[src/amp_pkg.sv]
// Shared constants, register map and types for the amplifier control bank
package amp_pkg;

    // Bus filter and deglitch timing at 50 MHz
    localparam int unsigned CLK_PERIOD_NS   = 20;
    localparam int unsigned BUS_FILTER_NS   = 100;
    localparam int unsigned DEGLITCH_NS     = 1000;
    localparam int unsigned BUS_FILTER_CYC  = (BUS_FILTER_NS + CLK_PERIOD_NS - 1) / CLK_PERIOD_NS;
    localparam int unsigned DEGLITCH_CYC    = (DEGLITCH_NS + CLK_PERIOD_NS - 1) / CLK_PERIOD_NS;

    // Bus address bytes
    localparam logic [7:0] ADDR_WRITE       = 8'hB0;
    localparam logic [7:0] ADDR_READ        = 8'hB1;

    // Register offsets
    localparam logic [7:0] REG_FUNCTION     = 8'h01;
    localparam logic [7:0] REG_ATTACK       = 8'h02;
    localparam logic [7:0] REG_RELEASE      = 8'h03;
    localparam logic [7:0] REG_HOLD         = 8'h04;
    localparam logic [7:0] REG_GAIN         = 8'h05;
    localparam logic [7:0] REG_LIMITER      = 8'h06;
    localparam logic [7:0] REG_MAXGAIN      = 8'h07;

    // Values after reset
    localparam logic [7:0] RST_FUNCTION     = 8'hC3;
    localparam logic [7:0] RST_ATTACK       = 8'h05;
    localparam logic [7:0] RST_RELEASE      = 8'h0B;
    localparam logic [7:0] RST_HOLD         = 8'h00;
    localparam logic [7:0] RST_GAIN         = 8'h06;
    localparam logic [7:0] RST_LIMITER      = 8'h3A;
    localparam logic [7:0] RST_MAXGAIN      = 8'hC2;

    // Field positions in the function control register
    localparam int unsigned BIT_RIGHT_ON    = 7;
    localparam int unsigned BIT_LEFT_ON     = 6;
    localparam int unsigned BIT_SHUTDOWN    = 5;
    localparam int unsigned BIT_FAULT_R     = 4;
    localparam int unsigned BIT_FAULT_L     = 3;
    localparam int unsigned BIT_THERMAL     = 2;
    localparam int unsigned BIT_FIXED_ONE   = 1;
    localparam int unsigned BIT_GATE_ON     = 0;

    // Compression ratio code meaning 1:1
    localparam logic [1:0] RATIO_ONE_TO_ONE = 2'h0;

    // Bit count of a full byte
    localparam logic [3:0] BYTE_BITS        = 4'h8;

    // Gain compression settings as seen by the audio path
    typedef struct packed {
        logic [5:0] gain_drop_interval;
        logic [5:0] gain_rise_interval;
        logic [5:0] hold_interval;
        logic [5:0] base_gain;
        logic       limiter_off;
        logic [1:0] gate_threshold;
        logic [4:0] limiter_level;
        logic [3:0] max_gain;
        logic [1:0] ratio;
    } amp_cfg_t;

    localparam amp_cfg_t CFG_RESET = '{
        gain_drop_interval: RST_ATTACK[5:0],
        gain_rise_interval: RST_RELEASE[5:0],
        hold_interval:      RST_HOLD[5:0],
        base_gain:          RST_GAIN[5:0],
        limiter_off:        RST_LIMITER[7],
        gate_threshold:     RST_LIMITER[6:5],
        limiter_level:      RST_LIMITER[4:0],
        max_gain:           RST_MAXGAIN[7:4],
        ratio:              RST_MAXGAIN[1:0]
    };

    // Hardware events after synchronising and deglitching
    typedef struct packed {
        logic fault_right;
        logic fault_left;
        logic over_temp;
    } amp_evt_t;

    // Serial bus slave states
    typedef enum logic [2:0] {
        ST_IDLE,
        ST_ADDR,
        ST_ADDR_ACK,
        ST_INDEX,
        ST_WRITE_ACK,
        ST_WRITE,
        ST_READ,
        ST_READ_ACK
    } amp_state_t;

endpackage : amp_pkg

[src/amp_sync_filter.sv]
// Two-stage synchroniser followed by a per-bit stability filter
`timescale 1ns/1ps
module amp_sync_filter
    import amp_pkg::*;
#(
    parameter int unsigned     W       = 1,
    parameter int unsigned     CNT     = 2,
    parameter logic [W-1:0]    RST_VAL = '0
)(
    input  wire logic          clk,
    input  wire logic          rstn,
    input  wire logic [W-1:0]  raw,
    output logic      [W-1:0]  clean
);

    localparam int unsigned    CW      = $clog2(CNT + 1);
    localparam logic [CW-1:0]  LAST    = CW'(CNT - 1);

    logic [W-1:0]  meta;
    logic [W-1:0]  stable;
    logic [CW-1:0] cnt [W];
    logic [CW-1:0] next_cnt [W];
    logic [W-1:0]  next_clean;

    // A bit follows its input only after it held steady for CNT cycles
    always_comb
    begin
        for (int i = 0; i < W; i++)
        begin
            next_cnt[i]   = '0;
            next_clean[i] = clean[i];
            if (stable[i] != clean[i])
            begin
                if (cnt[i] == LAST)
                    next_clean[i] = stable[i];
                else
                    next_cnt[i] = cnt[i] + 1'b1;
            end
        end
    end

    // Synchroniser stages, counters and filtered value
    always_ff @(posedge clk or negedge rstn)
    begin
        if (!rstn)
        begin
            meta   <= RST_VAL;
            stable <= RST_VAL;
            clean  <= RST_VAL;
            for (int i = 0; i < W; i++)
                cnt[i] <= '0;
        end
        else
        begin
            meta   <= raw;
            stable <= meta;
            clean  <= next_clean;
            for (int i = 0; i < W; i++)
                cnt[i] <= next_cnt[i];
        end
    end

endmodule : amp_sync_filter

[src/amp_control_bank.sv]
// Serial-bus control and status register bank of the stereo amplifier
//
// How it works
// - bits 7/6 enable right/left channel
// - over-temperature gates channels, they resume after
// - bit 5 set means whole device shut down
// - bits 4/3 latch channel faults until cleared
// - bit 2 sets when die overheats
// - thermal flag deglitched, latched, software clears it
// - bit 0 gate enable, only when ratio not 1:1
// - registers 2-4 six-bit times, top bits zero
// - registers 5-7 hold gain, limiter, ratio fields
// - power-up defaults C3,05,0B,00,06,3A,C2
// - answers address bytes B0 write, B1 read
// - write bytes fill consecutive registers from index
// - read bytes advance while master acknowledges
`timescale 1ns/1ps
module amp_control_bank
    import amp_pkg::*;
(
    input  wire logic  clk,
    input  wire logic  rstn,
    input  wire logic  scl_in,
    input  wire logic  sda_in,
    output logic       sda_out,
    output logic       sda_oe,
    input  wire logic  fault_right_evt,
    input  wire logic  fault_left_evt,
    input  wire logic  over_temp_in,
    output logic       right_channel_active,
    output logic       left_channel_active,
    output logic       core_enabled,
    output logic       noise_gate_active,
    output amp_cfg_t   cfg_out
);

    logic [1:0]  bus_clean;
    amp_evt_t    evt;
    logic        scl;
    logic        sda;
    logic        scl_q;
    logic        sda_q;
    logic        scl_rise;
    logic        scl_fall;
    logic        bus_start;
    logic        bus_stop;

    amp_state_t  state;
    amp_state_t  next_state;
    logic [3:0]  bitcnt;
    logic [3:0]  next_bitcnt;
    logic [7:0]  shreg;
    logic [7:0]  next_shreg;
    logic [7:0]  index;
    logic [7:0]  next_index;
    logic        drive;
    logic        next_drive;
    logic        nack;
    logic        next_nack;
    logic        wr_en;
    logic [7:0]  rdata;

    logic        right_on;
    logic        left_on;
    logic        soft_shutdown;
    logic        fault_r;
    logic        fault_l;
    logic        thermal;
    logic        noise_gate_on;
    amp_cfg_t    cfg;
    logic        next_right_on;
    logic        next_left_on;
    logic        next_soft_shutdown;
    logic        next_fault_r;
    logic        next_fault_l;
    logic        next_thermal;
    logic        next_noise_gate_on;
    amp_cfg_t    next_cfg;

    // Bus pins: synchronised and glitch filtered, idle high
    amp_sync_filter #(
        .W       (2),
        .CNT     (BUS_FILTER_CYC),
        .RST_VAL (2'h3)
    ) u_bus_filter (
        .clk     (clk),
        .rstn    (rstn),
        .raw     ({scl_in, sda_in}),
        .clean   (bus_clean)
    );

    // Fault and temperature inputs: synchronised and deglitched
    amp_sync_filter #(
        .W       (3),
        .CNT     (DEGLITCH_CYC),
        .RST_VAL (3'h0)
    ) u_evt_filter (
        .clk     (clk),
        .rstn    (rstn),
        .raw     ({fault_right_evt, fault_left_evt, over_temp_in}),
        .clean   (evt)
    );

    // Bus edges and start/stop conditions
    assign scl       = bus_clean[1];
    assign sda       = bus_clean[0];
    assign scl_rise  = scl & ~scl_q;
    assign scl_fall  = ~scl & scl_q;
    assign bus_start = scl & scl_q & sda_q & ~sda;
    assign bus_stop  = scl & scl_q & ~sda_q & sda;

    // Read data mux; unused bits read zero except function bit 1, which reads one; unmapped offsets read zero
    always_comb
    begin
        case (index)
            REG_FUNCTION: rdata = {right_on, left_on, soft_shutdown, fault_r, fault_l,
                                   thermal, 1'b1, noise_gate_on};
            REG_ATTACK:   rdata = {2'h0, cfg.gain_drop_interval};
            REG_RELEASE:  rdata = {2'h0, cfg.gain_rise_interval};
            REG_HOLD:     rdata = {2'h0, cfg.hold_interval};
            REG_GAIN:     rdata = {2'h0, cfg.base_gain};
            REG_LIMITER:  rdata = {cfg.limiter_off, cfg.gate_threshold, cfg.limiter_level};
            REG_MAXGAIN:  rdata = {cfg.max_gain, 2'h0, cfg.ratio};
            default:      rdata = 8'h00;
        endcase
    end

    // Serial slave sequencing: address, index, write bytes, read bytes
    always_comb
    begin
        next_state  = state;
        next_bitcnt = bitcnt;
        next_shreg  = shreg;
        next_index  = index;
        next_drive  = drive;
        next_nack   = nack;
        wr_en       = 1'b0;
        if (bus_stop)
        begin
            next_state = ST_IDLE;
            next_drive = 1'b0;
        end
        else if (bus_start)
        begin
            next_state  = ST_ADDR;
            next_bitcnt = 4'h0;
            next_drive  = 1'b0;
        end
        else
        begin
            case (state)
                ST_IDLE:
                    next_drive = 1'b0;
                ST_ADDR, ST_INDEX, ST_WRITE:
                begin
                    if (scl_rise)
                    begin
                        next_shreg  = {shreg[6:0], sda};
                        next_bitcnt = bitcnt + 4'h1;
                    end
                    else if (scl_fall && bitcnt == BYTE_BITS)
                    begin
                        next_drive = 1'b1;
                        if (state == ST_ADDR)
                        begin
                            if (shreg == ADDR_WRITE || shreg == ADDR_READ)
                                next_state = ST_ADDR_ACK;
                            else
                            begin
                                next_state = ST_IDLE;
                                next_drive = 1'b0;
                            end
                        end
                        else if (state == ST_INDEX)
                        begin
                            next_index = shreg;
                            next_state = ST_WRITE_ACK;
                        end
                        else
                        begin
                            wr_en      = 1'b1;
                            next_index = index + 8'h01;
                            next_state = ST_WRITE_ACK;
                        end
                    end
                end
                ST_ADDR_ACK:
                begin
                    if (scl_fall)
                    begin
                        if (shreg[0])
                        begin
                            next_shreg  = rdata;
                            next_drive  = ~rdata[7];
                            next_bitcnt = 4'h1;
                            next_index  = index + 8'h01;
                            next_state  = ST_READ;
                        end
                        else
                        begin
                            next_drive  = 1'b0;
                            next_bitcnt = 4'h0;
                            next_state  = ST_INDEX;
                        end
                    end
                end
                ST_WRITE_ACK:
                begin
                    if (scl_fall)
                    begin
                        next_drive  = 1'b0;
                        next_bitcnt = 4'h0;
                        next_state  = ST_WRITE;
                    end
                end
                ST_READ:
                begin
                    if (scl_fall)
                    begin
                        if (bitcnt == BYTE_BITS)
                        begin
                            next_drive = 1'b0;
                            next_state = ST_READ_ACK;
                        end
                        else
                        begin
                            next_drive  = ~shreg[6];
                            next_shreg  = {shreg[6:0], 1'b0};
                            next_bitcnt = bitcnt + 4'h1;
                        end
                    end
                end
                ST_READ_ACK:
                begin
                    if (scl_rise)
                        next_nack = sda;
                    else if (scl_fall)
                    begin
                        if (!nack)
                        begin
                            next_shreg  = rdata;
                            next_drive  = ~rdata[7];
                            next_bitcnt = 4'h1;
                            next_index  = index + 8'h01;
                            next_state  = ST_READ;
                        end
                        else
                            next_state = ST_IDLE;
                    end
                end
                default:
                begin
                    next_state = ST_IDLE;
                    next_drive = 1'b0;
                end
            endcase
        end
    end

    // Serial slave registers; the pin is only ever pulled low
    always_ff @(posedge clk or negedge rstn)
    begin
        if (!rstn)
        begin
            state   <= ST_IDLE;
            bitcnt  <= 4'h0;
            shreg   <= 8'h00;
            index   <= 8'h00;
            drive   <= 1'b0;
            nack    <= 1'b0;
            scl_q   <= 1'b1;
            sda_q   <= 1'b1;
            sda_oe  <= 1'b0;
            sda_out <= 1'b0;
        end
        else
        begin
            state   <= next_state;
            bitcnt  <= next_bitcnt;
            shreg   <= next_shreg;
            index   <= next_index;
            drive   <= next_drive;
            nack    <= next_nack;
            scl_q   <= scl;
            sda_q   <= sda;
            sda_oe  <= next_drive;
            sda_out <= 1'b0;
        end
    end

    // Register file writes and hardware flag capture
    always_comb
    begin
        next_right_on      = right_on;
        next_left_on       = left_on;
        next_soft_shutdown = soft_shutdown;
        next_noise_gate_on = noise_gate_on;
        next_cfg           = cfg;
        next_fault_r       = fault_r;
        next_fault_l       = fault_l;
        next_thermal       = thermal;
        if (wr_en)
        begin
            case (index)
                REG_FUNCTION:
                begin
                    next_right_on      = shreg[BIT_RIGHT_ON];
                    next_left_on       = shreg[BIT_LEFT_ON];
                    next_soft_shutdown = shreg[BIT_SHUTDOWN];
                    next_noise_gate_on = shreg[BIT_GATE_ON];
                    next_fault_r       = fault_r & shreg[BIT_FAULT_R];
                    next_fault_l       = fault_l & shreg[BIT_FAULT_L];
                    next_thermal       = thermal & shreg[BIT_THERMAL];
                end
                REG_ATTACK:  next_cfg.gain_drop_interval = shreg[5:0];
                REG_RELEASE: next_cfg.gain_rise_interval = shreg[5:0];
                REG_HOLD:    next_cfg.hold_interval = shreg[5:0];
                REG_GAIN:    next_cfg.base_gain = shreg[5:0];
                REG_LIMITER:
                begin
                    next_cfg.limiter_off    = shreg[7];
                    next_cfg.gate_threshold = shreg[6:5];
                    next_cfg.limiter_level  = shreg[4:0];
                end
                REG_MAXGAIN:
                begin
                    next_cfg.max_gain = shreg[7:4];
                    next_cfg.ratio    = shreg[1:0];
                end
                default:
                    next_cfg = cfg;
            endcase
        end
        // Hardware set wins over a clear in the same cycle
        if (evt.fault_right)
            next_fault_r = 1'b1;
        if (evt.fault_left)
            next_fault_l = 1'b1;
        if (evt.over_temp)
            next_thermal = 1'b1;
    end

    // Register file and registered control outputs
    always_ff @(posedge clk or negedge rstn)
    begin
        if (!rstn)
        begin
            right_on             <= RST_FUNCTION[BIT_RIGHT_ON];
            left_on              <= RST_FUNCTION[BIT_LEFT_ON];
            soft_shutdown        <= RST_FUNCTION[BIT_SHUTDOWN];
            fault_r              <= RST_FUNCTION[BIT_FAULT_R];
            fault_l              <= RST_FUNCTION[BIT_FAULT_L];
            thermal              <= RST_FUNCTION[BIT_THERMAL];
            noise_gate_on        <= RST_FUNCTION[BIT_GATE_ON];
            cfg                  <= CFG_RESET;
            right_channel_active <= 1'b0;
            left_channel_active  <= 1'b0;
            core_enabled         <= 1'b0;
            noise_gate_active    <= 1'b0;
            cfg_out              <= CFG_RESET;
        end
        else
        begin
            right_on             <= next_right_on;
            left_on              <= next_left_on;
            soft_shutdown        <= next_soft_shutdown;
            fault_r              <= next_fault_r;
            fault_l              <= next_fault_l;
            thermal              <= next_thermal;
            noise_gate_on        <= next_noise_gate_on;
            cfg                  <= next_cfg;
            right_channel_active <= right_on & ~soft_shutdown & ~evt.over_temp;
            left_channel_active  <= left_on & ~soft_shutdown & ~evt.over_temp;
            core_enabled         <= ~soft_shutdown;
            noise_gate_active    <= noise_gate_on & ~soft_shutdown
                                    & (cfg.ratio != RATIO_ONE_TO_ONE);
            cfg_out              <= cfg;
        end
    end

endmodule : amp_control_bank

[config.mk]
export PLATFORM = sky130hd
export DESIGN_NAME = amp_control_bank
export DESIGN_NICKNAME = d
export VERILOG_FILES = /design/src/amp_pkg.sv /design/src/amp_sync_filter.sv /design/src/amp_control_bank.sv
export SDC_FILE = /design/constraint.sdc
export NUM_CORES = 1
export LEC_CHECK = 0
export BUFFER_PORTS_ARGS = -buffer_cell sky130_fd_sc_hd__buf_4
export CORE_MARGIN = 4
export CORE_UTILIZATION = 30
export CTS_CLUSTER_DIAMETER = 120
export DETAILED_ROUTE_END_ITERATION = 10
export PLACE_DENSITY = 0.53
export SLEW_MARGIN = 15
export SYNTH_ARGS = -nofsm -noshare
export SYNTH_HDL_FRONTEND = slang
export SYNTH_SLANG_ARGS = --single-unit
[constraint.sdc]
create_clock -name clk -period 1.9 [get_ports clk]
set_input_delay 0.19 -clock clk [delete_from_list [all_inputs] [get_ports clk]]
set_output_delay 0.19 -clock clk [all_outputs]
set_load 0.02 [all_outputs]
# ---- Yosys cells after proc, flatten, opt, wreduce, memory -nomap -nowiden
# Cells that the tools add are included.
dict set report word_totals {
  wordCells 264
  romBits 0
  ramBits 0
  latch_bits 0
  mem_count 0
  out_inout_bits 44
  input_bits 7
  reg_bits 153
}
dict set report op_classes {
  n_eq_ne 55
  add_sub_neg 7
  shift 0
  div 0
  muxes 87
  bitwise 26
  magnitude_cmp 0
  reduce_logical 37
  multipliers 0
}
# op count
set ops {}
lappend ops {{8-bit two-way mux} 17}
lappend ops {{8-bit one-hot mux with 7 select lines} 1}
lappend ops {{3-bit two-way mux} 17}
lappend ops {{4-bit two-way mux} 9}
lappend ops {{6-bit two-way mux} 6}
lappend ops {{4-bit != test, second input constant} 9}
lappend ops {{8-bit by 3-bit equality test with 1-bit output, second input constant} 4}
lappend ops {{8-bit one-hot mux with 4 select lines} 1}
lappend ops {{1-bit two-way mux} 31}
lappend ops {{2-bit AND reduction} 15}
lappend ops {{3-bit != test, second input constant} 8}
lappend ops {{8-bit one-hot mux with 3 select lines} 1}
lappend ops {{2-bit != test, second input constant} 11}
lappend ops {{11-bit AND reduction} 2}
lappend ops {{4-bit one-hot mux with 5 select lines} 1}
lappend ops {{10-bit AND reduction} 2}
lappend ops {{6-bit by 1-bit adder with 6-bit output, second input constant} 3}
lappend ops {{3-bit equality test, second input constant} 6}
lappend ops {{6-bit equality test, second input constant} 3}
lappend ops {{1-bit AND} 16}
lappend ops {{8-bit by 2-bit equality test with 1-bit output, second input constant} 2}
lappend ops {{8-bit equality test, second input constant} 2}
lappend ops {{3-bit one-hot mux with 5 select lines} 1}
lappend ops {{2-bit nonzero test} 7}
lappend ops {{22 further kinds} 37}

# ---- Depth between registers and ports, before layout
dict set report logic_depth {
  ltp_word 10
  mapped_depth 9
  depth_no_buf 7
}

# ---- Cells and area by module
# From an unflattened synthesis, not the netlist that was laid out.
dict set report unflattened {
  cells_unflattened 558
  area_unflattened_um2 6811.5
}
# mod area_per_inst_um2 cells_per_inst seq_area_each_um2 n_inst
set by_module_without_submodules {}
lappend by_module_without_submodules {amp_control_bank 5195.0 428 2894.0 1}
lappend by_module_without_submodules {{amp_sync_filter (u_evt_filter)} 1128.6 94 675.6 1}
lappend by_module_without_submodules {{amp_sync_filter (u_bus_filter)} 488.0 36 307.8 1}

# ---- Worst setup path after synthesis
# No wires, ideal clock.
dict set report synth_timing {
  path_type {reg2reg}
  start {register index[0]}
  end {register shreg[0]}
  setup_ns 0.125
  path_stages_with_launch 9
  path_buffers 2
  t_arrival_ns 1.963
  t_required_ns 1.775
  synth_period_minus_slack_ns 2.088
  path_slack_ns -0.188
  cell_sequence {dfrtp_1 > inv_1 > ha_1 > clkbuf_1 > a2111o_1 > and3_1 > buf_2 > a22o_1 > mux2_2}
}
dict set report synth_via {
  elab_chain_len 6
  elab_cells_between_ends 14
  cone_classes {eq/ne (7); mux (7)}
}
# element line
set synth_lines {}
lappend synth_lines {{start: declaration} amp_control_bank.sv:54} ;# logic [7:0] index;
lappend synth_lines {{start signal: assignment} amp_control_bank.sv:281} ;# index <= next_index;
lappend synth_lines {{8-bit by 3-bit equality test with 1-bit output (tied with other cells)} amp_control_bank.sv:115} ;# case (index)
lappend synth_lines {{8-bit one-hot mux with 7 select lines (*)} amp_control_bank.sv:115}
lappend synth_lines {{8-bit two-way mux} amp_control_bank.sv:239} ;# if (!nack)
lappend synth_lines {{8-bit two-way mux} amp_control_bank.sv:237} ;# else if (scl_fall)
lappend synth_lines {{8-bit two-way mux} amp_control_bank.sv:235} ;# if (scl_rise)
lappend synth_lines {{8-bit one-hot mux with 4 select lines (*)} amp_control_bank.sv:151} ;# case (state)
lappend synth_lines {{end signal: assignment} amp_control_bank.sv:280} ;# shreg <= next_shreg;
lappend synth_lines {{end: declaration} amp_control_bank.sv:52} ;# logic [7:0] shreg;
# Mark *: on every way between the ends. The rest lies on a longest branch, timed or not. The select of a mux whose other input is x is not followed.
# A chain may end at the register's enable or synchronous reset.

# ---- Worst setup path after layout
dict set report layout_timing {
  start {register u_bus_filter.clean[1]}
  end {register cfg[12] (netlist name)}
}
dict set report layout_via {
  elab_chain_len 9
  elab_cells_between_ends 15
  cone_classes {mux (5); bitwise (8); reduce/logical (2)}
}
# element line
set layout_lines {}
lappend layout_lines {{start: declaration} amp_sync_filter.sv:13} ;# output logic [W-1:0] clean
lappend layout_lines {{start signal: assignment} amp_sync_filter.sv:57} ;# clean <= next_clean;
lappend layout_lines {{1-bit NOT} amp_control_bank.sv:108} ;# assign scl_fall = ~scl & scl_q;
lappend layout_lines {{1-bit AND} amp_control_bank.sv:108}
lappend layout_lines {{1-bit logical AND} amp_control_bank.sv:161} ;# else if (scl_fall && bitcnt == BYTE_BITS)
lappend layout_lines {{1-bit two-way mux} amp_control_bank.sv:161}
lappend layout_lines {{1-bit two-way mux} amp_control_bank.sv:156} ;# if (scl_rise)
lappend layout_lines {{1-bit two-way mux} amp_control_bank.sv:151}
lappend layout_lines {{1-bit two-way mux} amp_control_bank.sv:143} ;# else if (bus_start)
lappend layout_lines {{1-bit two-way mux (*)} amp_control_bank.sv:138} ;# if (bus_stop)
lappend layout_lines {{2-bit AND reduction (no line) (*)} -}
lappend layout_lines {{end signal: assignment} amp_control_bank.sv:371} ;# cfg <= next_cfg;
lappend layout_lines {{end: declaration} amp_control_bank.sv:70} ;# amp_cfg_t cfg;
# Mark *: on every way between the ends. The rest lies on a longest branch, timed or not.

==> impl_metrics.toml <==
[worst_setup_path]
r2r_end = "cfg[12]"
cp-start-kind = "register"
rrSetupSlack_ns = 0.003
critPathArrivalTime_ns = 2.21
crit_type = "reg2reg"
end_kind = "register"
worst_r2r_path_depth = 5
r2r_start = "u_bus_filter.clean[1]"
required_ns = 2.21
cp_max_fo = 8

[place]
gp_congestion = 0.798
dpl_cell_area_um2 = 7650
port_buffers = 49
dp_hpwl_mm = 11.0

[sta]
slew_viol_final = 0
fmax_mhz = 527
slew-limit-headroom_pct = 64.5
rsz0062_at_grt = "true"
hold_violations = 0
fin_skew_ns = 0.0107
setup_viol_count_final = 0
tightest_slew_ns = 0.533
period_share_pct = 99.8
fin_crit_ns = 1.90

[synth]
synth_edf_count = 0
ys_ff_latch = 153
syn_area_um2 = 6610
yosysUniqueCellTypes = 58
syn_inst = 556
ys_async_sr_fraction_pct = 100
yosysSeqAreaShare_pct = 58.6
postSynthNetCount = 579
syn_avg_cell_area_um2 = 11.9
yosys.area.top_type = "dfrtp_1"
synthFlopType = "dfrtp_1"
yosys_warnings = 0
synth_top_area_share_pct = 43.1
synth_area_leaders = "dfrtp_1, dfstp_2, mux2_2"

[run_status]
outcome = "completed"

[floorplanning]
dieArea_um2 = 24500
die_x_um = 156
initial_core_util_pct = 30.4
die_h_um = 156
io_pins = 51
num_rows = 54
core_area_um2 = 21800

[detailed_routing]
vias = 4608
wl_mm = 15.4
vias_per_cell = 4.86
remaining_drc_errors = 0
firstDrtPassIters = 5
antenna_left = 0
initialDrtViolationCount = 316
avgRoutedWirePerCell_um = 16.2

[grt]
grt_usage_pct = 13.3
grt_max_degree = 52
grt_antenna_before_repair = 0
grt_pass1_vias = 4801
grt_pass1_wl_mm = 25.6
gr-total-overflow = 0

[clocking]
clock_path_buffers = 2
cts_tree = "yes"
htreeDepth = 4
path_clk_slew_ns = 0.06
clock_latency_ns = 0.43
clock-root-buffer = "clkbuf_16"
cts.sinks = 153
numCtsBuffers = 17

[finish]
n_antenna_cell = 0
stdcell_area_um2 = 8440
final_net_count = 679
syn2layout_area_growth_pct = 27.6
fin_util_pct = 38.8
seqCellArea_um2 = 3880
multiInputGateArea_um2 = 2640
filler_cell_count = 2107
drive_above_1_share_pct = 38.6

[pwr]
ir_worst_vdd_mv = 0.691
p_per_area_nw_per_um2 = 1030
leakage_nw = 3.92

[job]
drv_cap = 0

[min_path]
hp-class = "in2async"
## repair_timing
item                                    CTS  global route
setup buffers                             3             1
resized for setup                         8            26
endpoints found under the setup margin   34            44
pin swaps                                 3             8
endpoints found under the hold margin    38             0
hold buffers                              6             0
gates cloned                              0             1
## cells in the final DEF (no fill, tap or decap), drive strengths merged, types with 4 or more instances in the layout
master / instances
a22oi: 9
xnor2: 9
clkbuf: 19
nor3: 4
dfrtp: 114
dfstp: 39
nor2: 54
mux2: 51
a222oi: 7
a21oi: 18
a32oi: 4
ha: 16
nand2b: 7
dlygate4sd3: 6
nand3: 18
a31oi: 8
inv: 22
o21ai: 23
mux2i: 7
clkinv: 4
nor2b: 6
nand2: 43
nand4: 6
a22o: 5
xor2: 10
and2: 7
o22a: 5
buf: 104
## kinds of logic (layout without fill, tap and decap cells)
logic type	count (synthesis)	in the layout	synth area share [%]
multiplexers	58	58	9.74
flip-flops	153	153	58.6
AO/OA/AOI/OAI	100	100	10.6
XOR/XNOR	19	19	2.52
adder cells (fa/ha/maj)	16	16	3.03
buffers and inverters	45	158	2.72
AND/OR/NAND/NOR	164	164	12.8
other	1	1	0.0567
## routing by layer
metal | part of all wire, % | GRT usage [%] | wire [µm] | vias to the layer above
met2 | 48 | 21.8 | 7460 | 107
met1 | 45 | 17.0 | 6870 | 2307
li1 | - | - | - | 2171
met3 | 5.3 | 3.46 | 812 | 23
met5 | 0 | 0 | 0 | -
met4 | 1.8 | 4.96 | 271 | 0
## report_power, final
part | leakage [nW] | switching [mW] | total [mW] | internal (mW)
combinational | 1.68 | 0.977 | 1.73 | 0.749
sequential | 1.95 | 0.172 | 3.67 | 3.50
clock | 0.285 | 1.42 | 3.33 | 1.91
## area by class of cell
cell class / count / area share (%)
flip-flops and latches: 153 / 46.0
multi-input cells: 358 / 31.3
repair buffers: 110 / 10.9
clock buffers: 19 / 5.37
well taps: 280 / 4.15
clock inverters: 13 / 1.59
inverters: 16 / 0.712
## per-stage QoR
step	power, mW	setup TNS [ns]	hold WS [ns]	std cells	worst slack [ns]
6_report	8.73	0	0.289	949	0.00308
5_1_grt	9.19	-2.00	0.338	949	-0.0862
4_1_cts	8.77	0	0.301	947	0.00528
3_3_place_gp	5.35	-0.119	0.193	906	-0.0214
3_5_place_dp	5.40	-0.545	0.200	906	-0.0437
2_1_floorplan	4.71	-0.0440	-0.106	556	-0.0440
## worst max-delay path, stage by stage, from the launching register on
cell and delay [ns]:
dfstp_2 0.57, nand2b_1 0.33, nor2_1 0.13, and4_4 0.27, nand2_4 0.14, mux2_2 0.34
## synth_stat cells, types with 5 or more instances
master,count
nand2_4,6
o22a_1,5
nand3_1,18
xnor2_1,9
mux2_2,51
nor2b_1,6
nand4_1,6
a222oi_1,7
and2_1,7
xor2_1,10
dfstp_2,39
a22o_1,5
inv_1,16
nand2b_1,7
a22oi_1,9
a31oi_1,8
ha_1,16
dfrtp_1,114
a21oi_1,18
buf_2,6
clkbuf_1,22
nand2_1,36
mux2i_1,7
o21ai_0,23
nor2_1,53
## how the worst max path moves through the flow
stage	endpoint	depth (start not counted)	slack, ns	startpoint
after floorplan	shreg[0]	8	-0.04	index[0]
after global placement	cfg[13]	5	-0.02	index[5]
after detailed placement	cfg[12]	5	-0.04	index[5]
after CTS	shreg[0]	7	0.005	index[0]
after global routing	cfg[13]	5	-0.09	scl_q
final	cfg[12]	5	0.003	u_bus_filter.clean[1]
## flip-flops by register name, indices dropped and copies added (netlist names), 2 cells and up
name,count
bitcnt,4
cfg,38
cfg_out,38
index,8
shreg,8
state,3
u_bus_filter.clean,2
u_bus_filter.cnt,6
u_bus_filter.meta,2
u_bus_filter.stable,2
u_evt_filter.clean,3
u_evt_filter.cnt,18
u_evt_filter.meta,3
u_evt_filter.stable,3
Note: power is estimated with default switching activity, not from simulation.
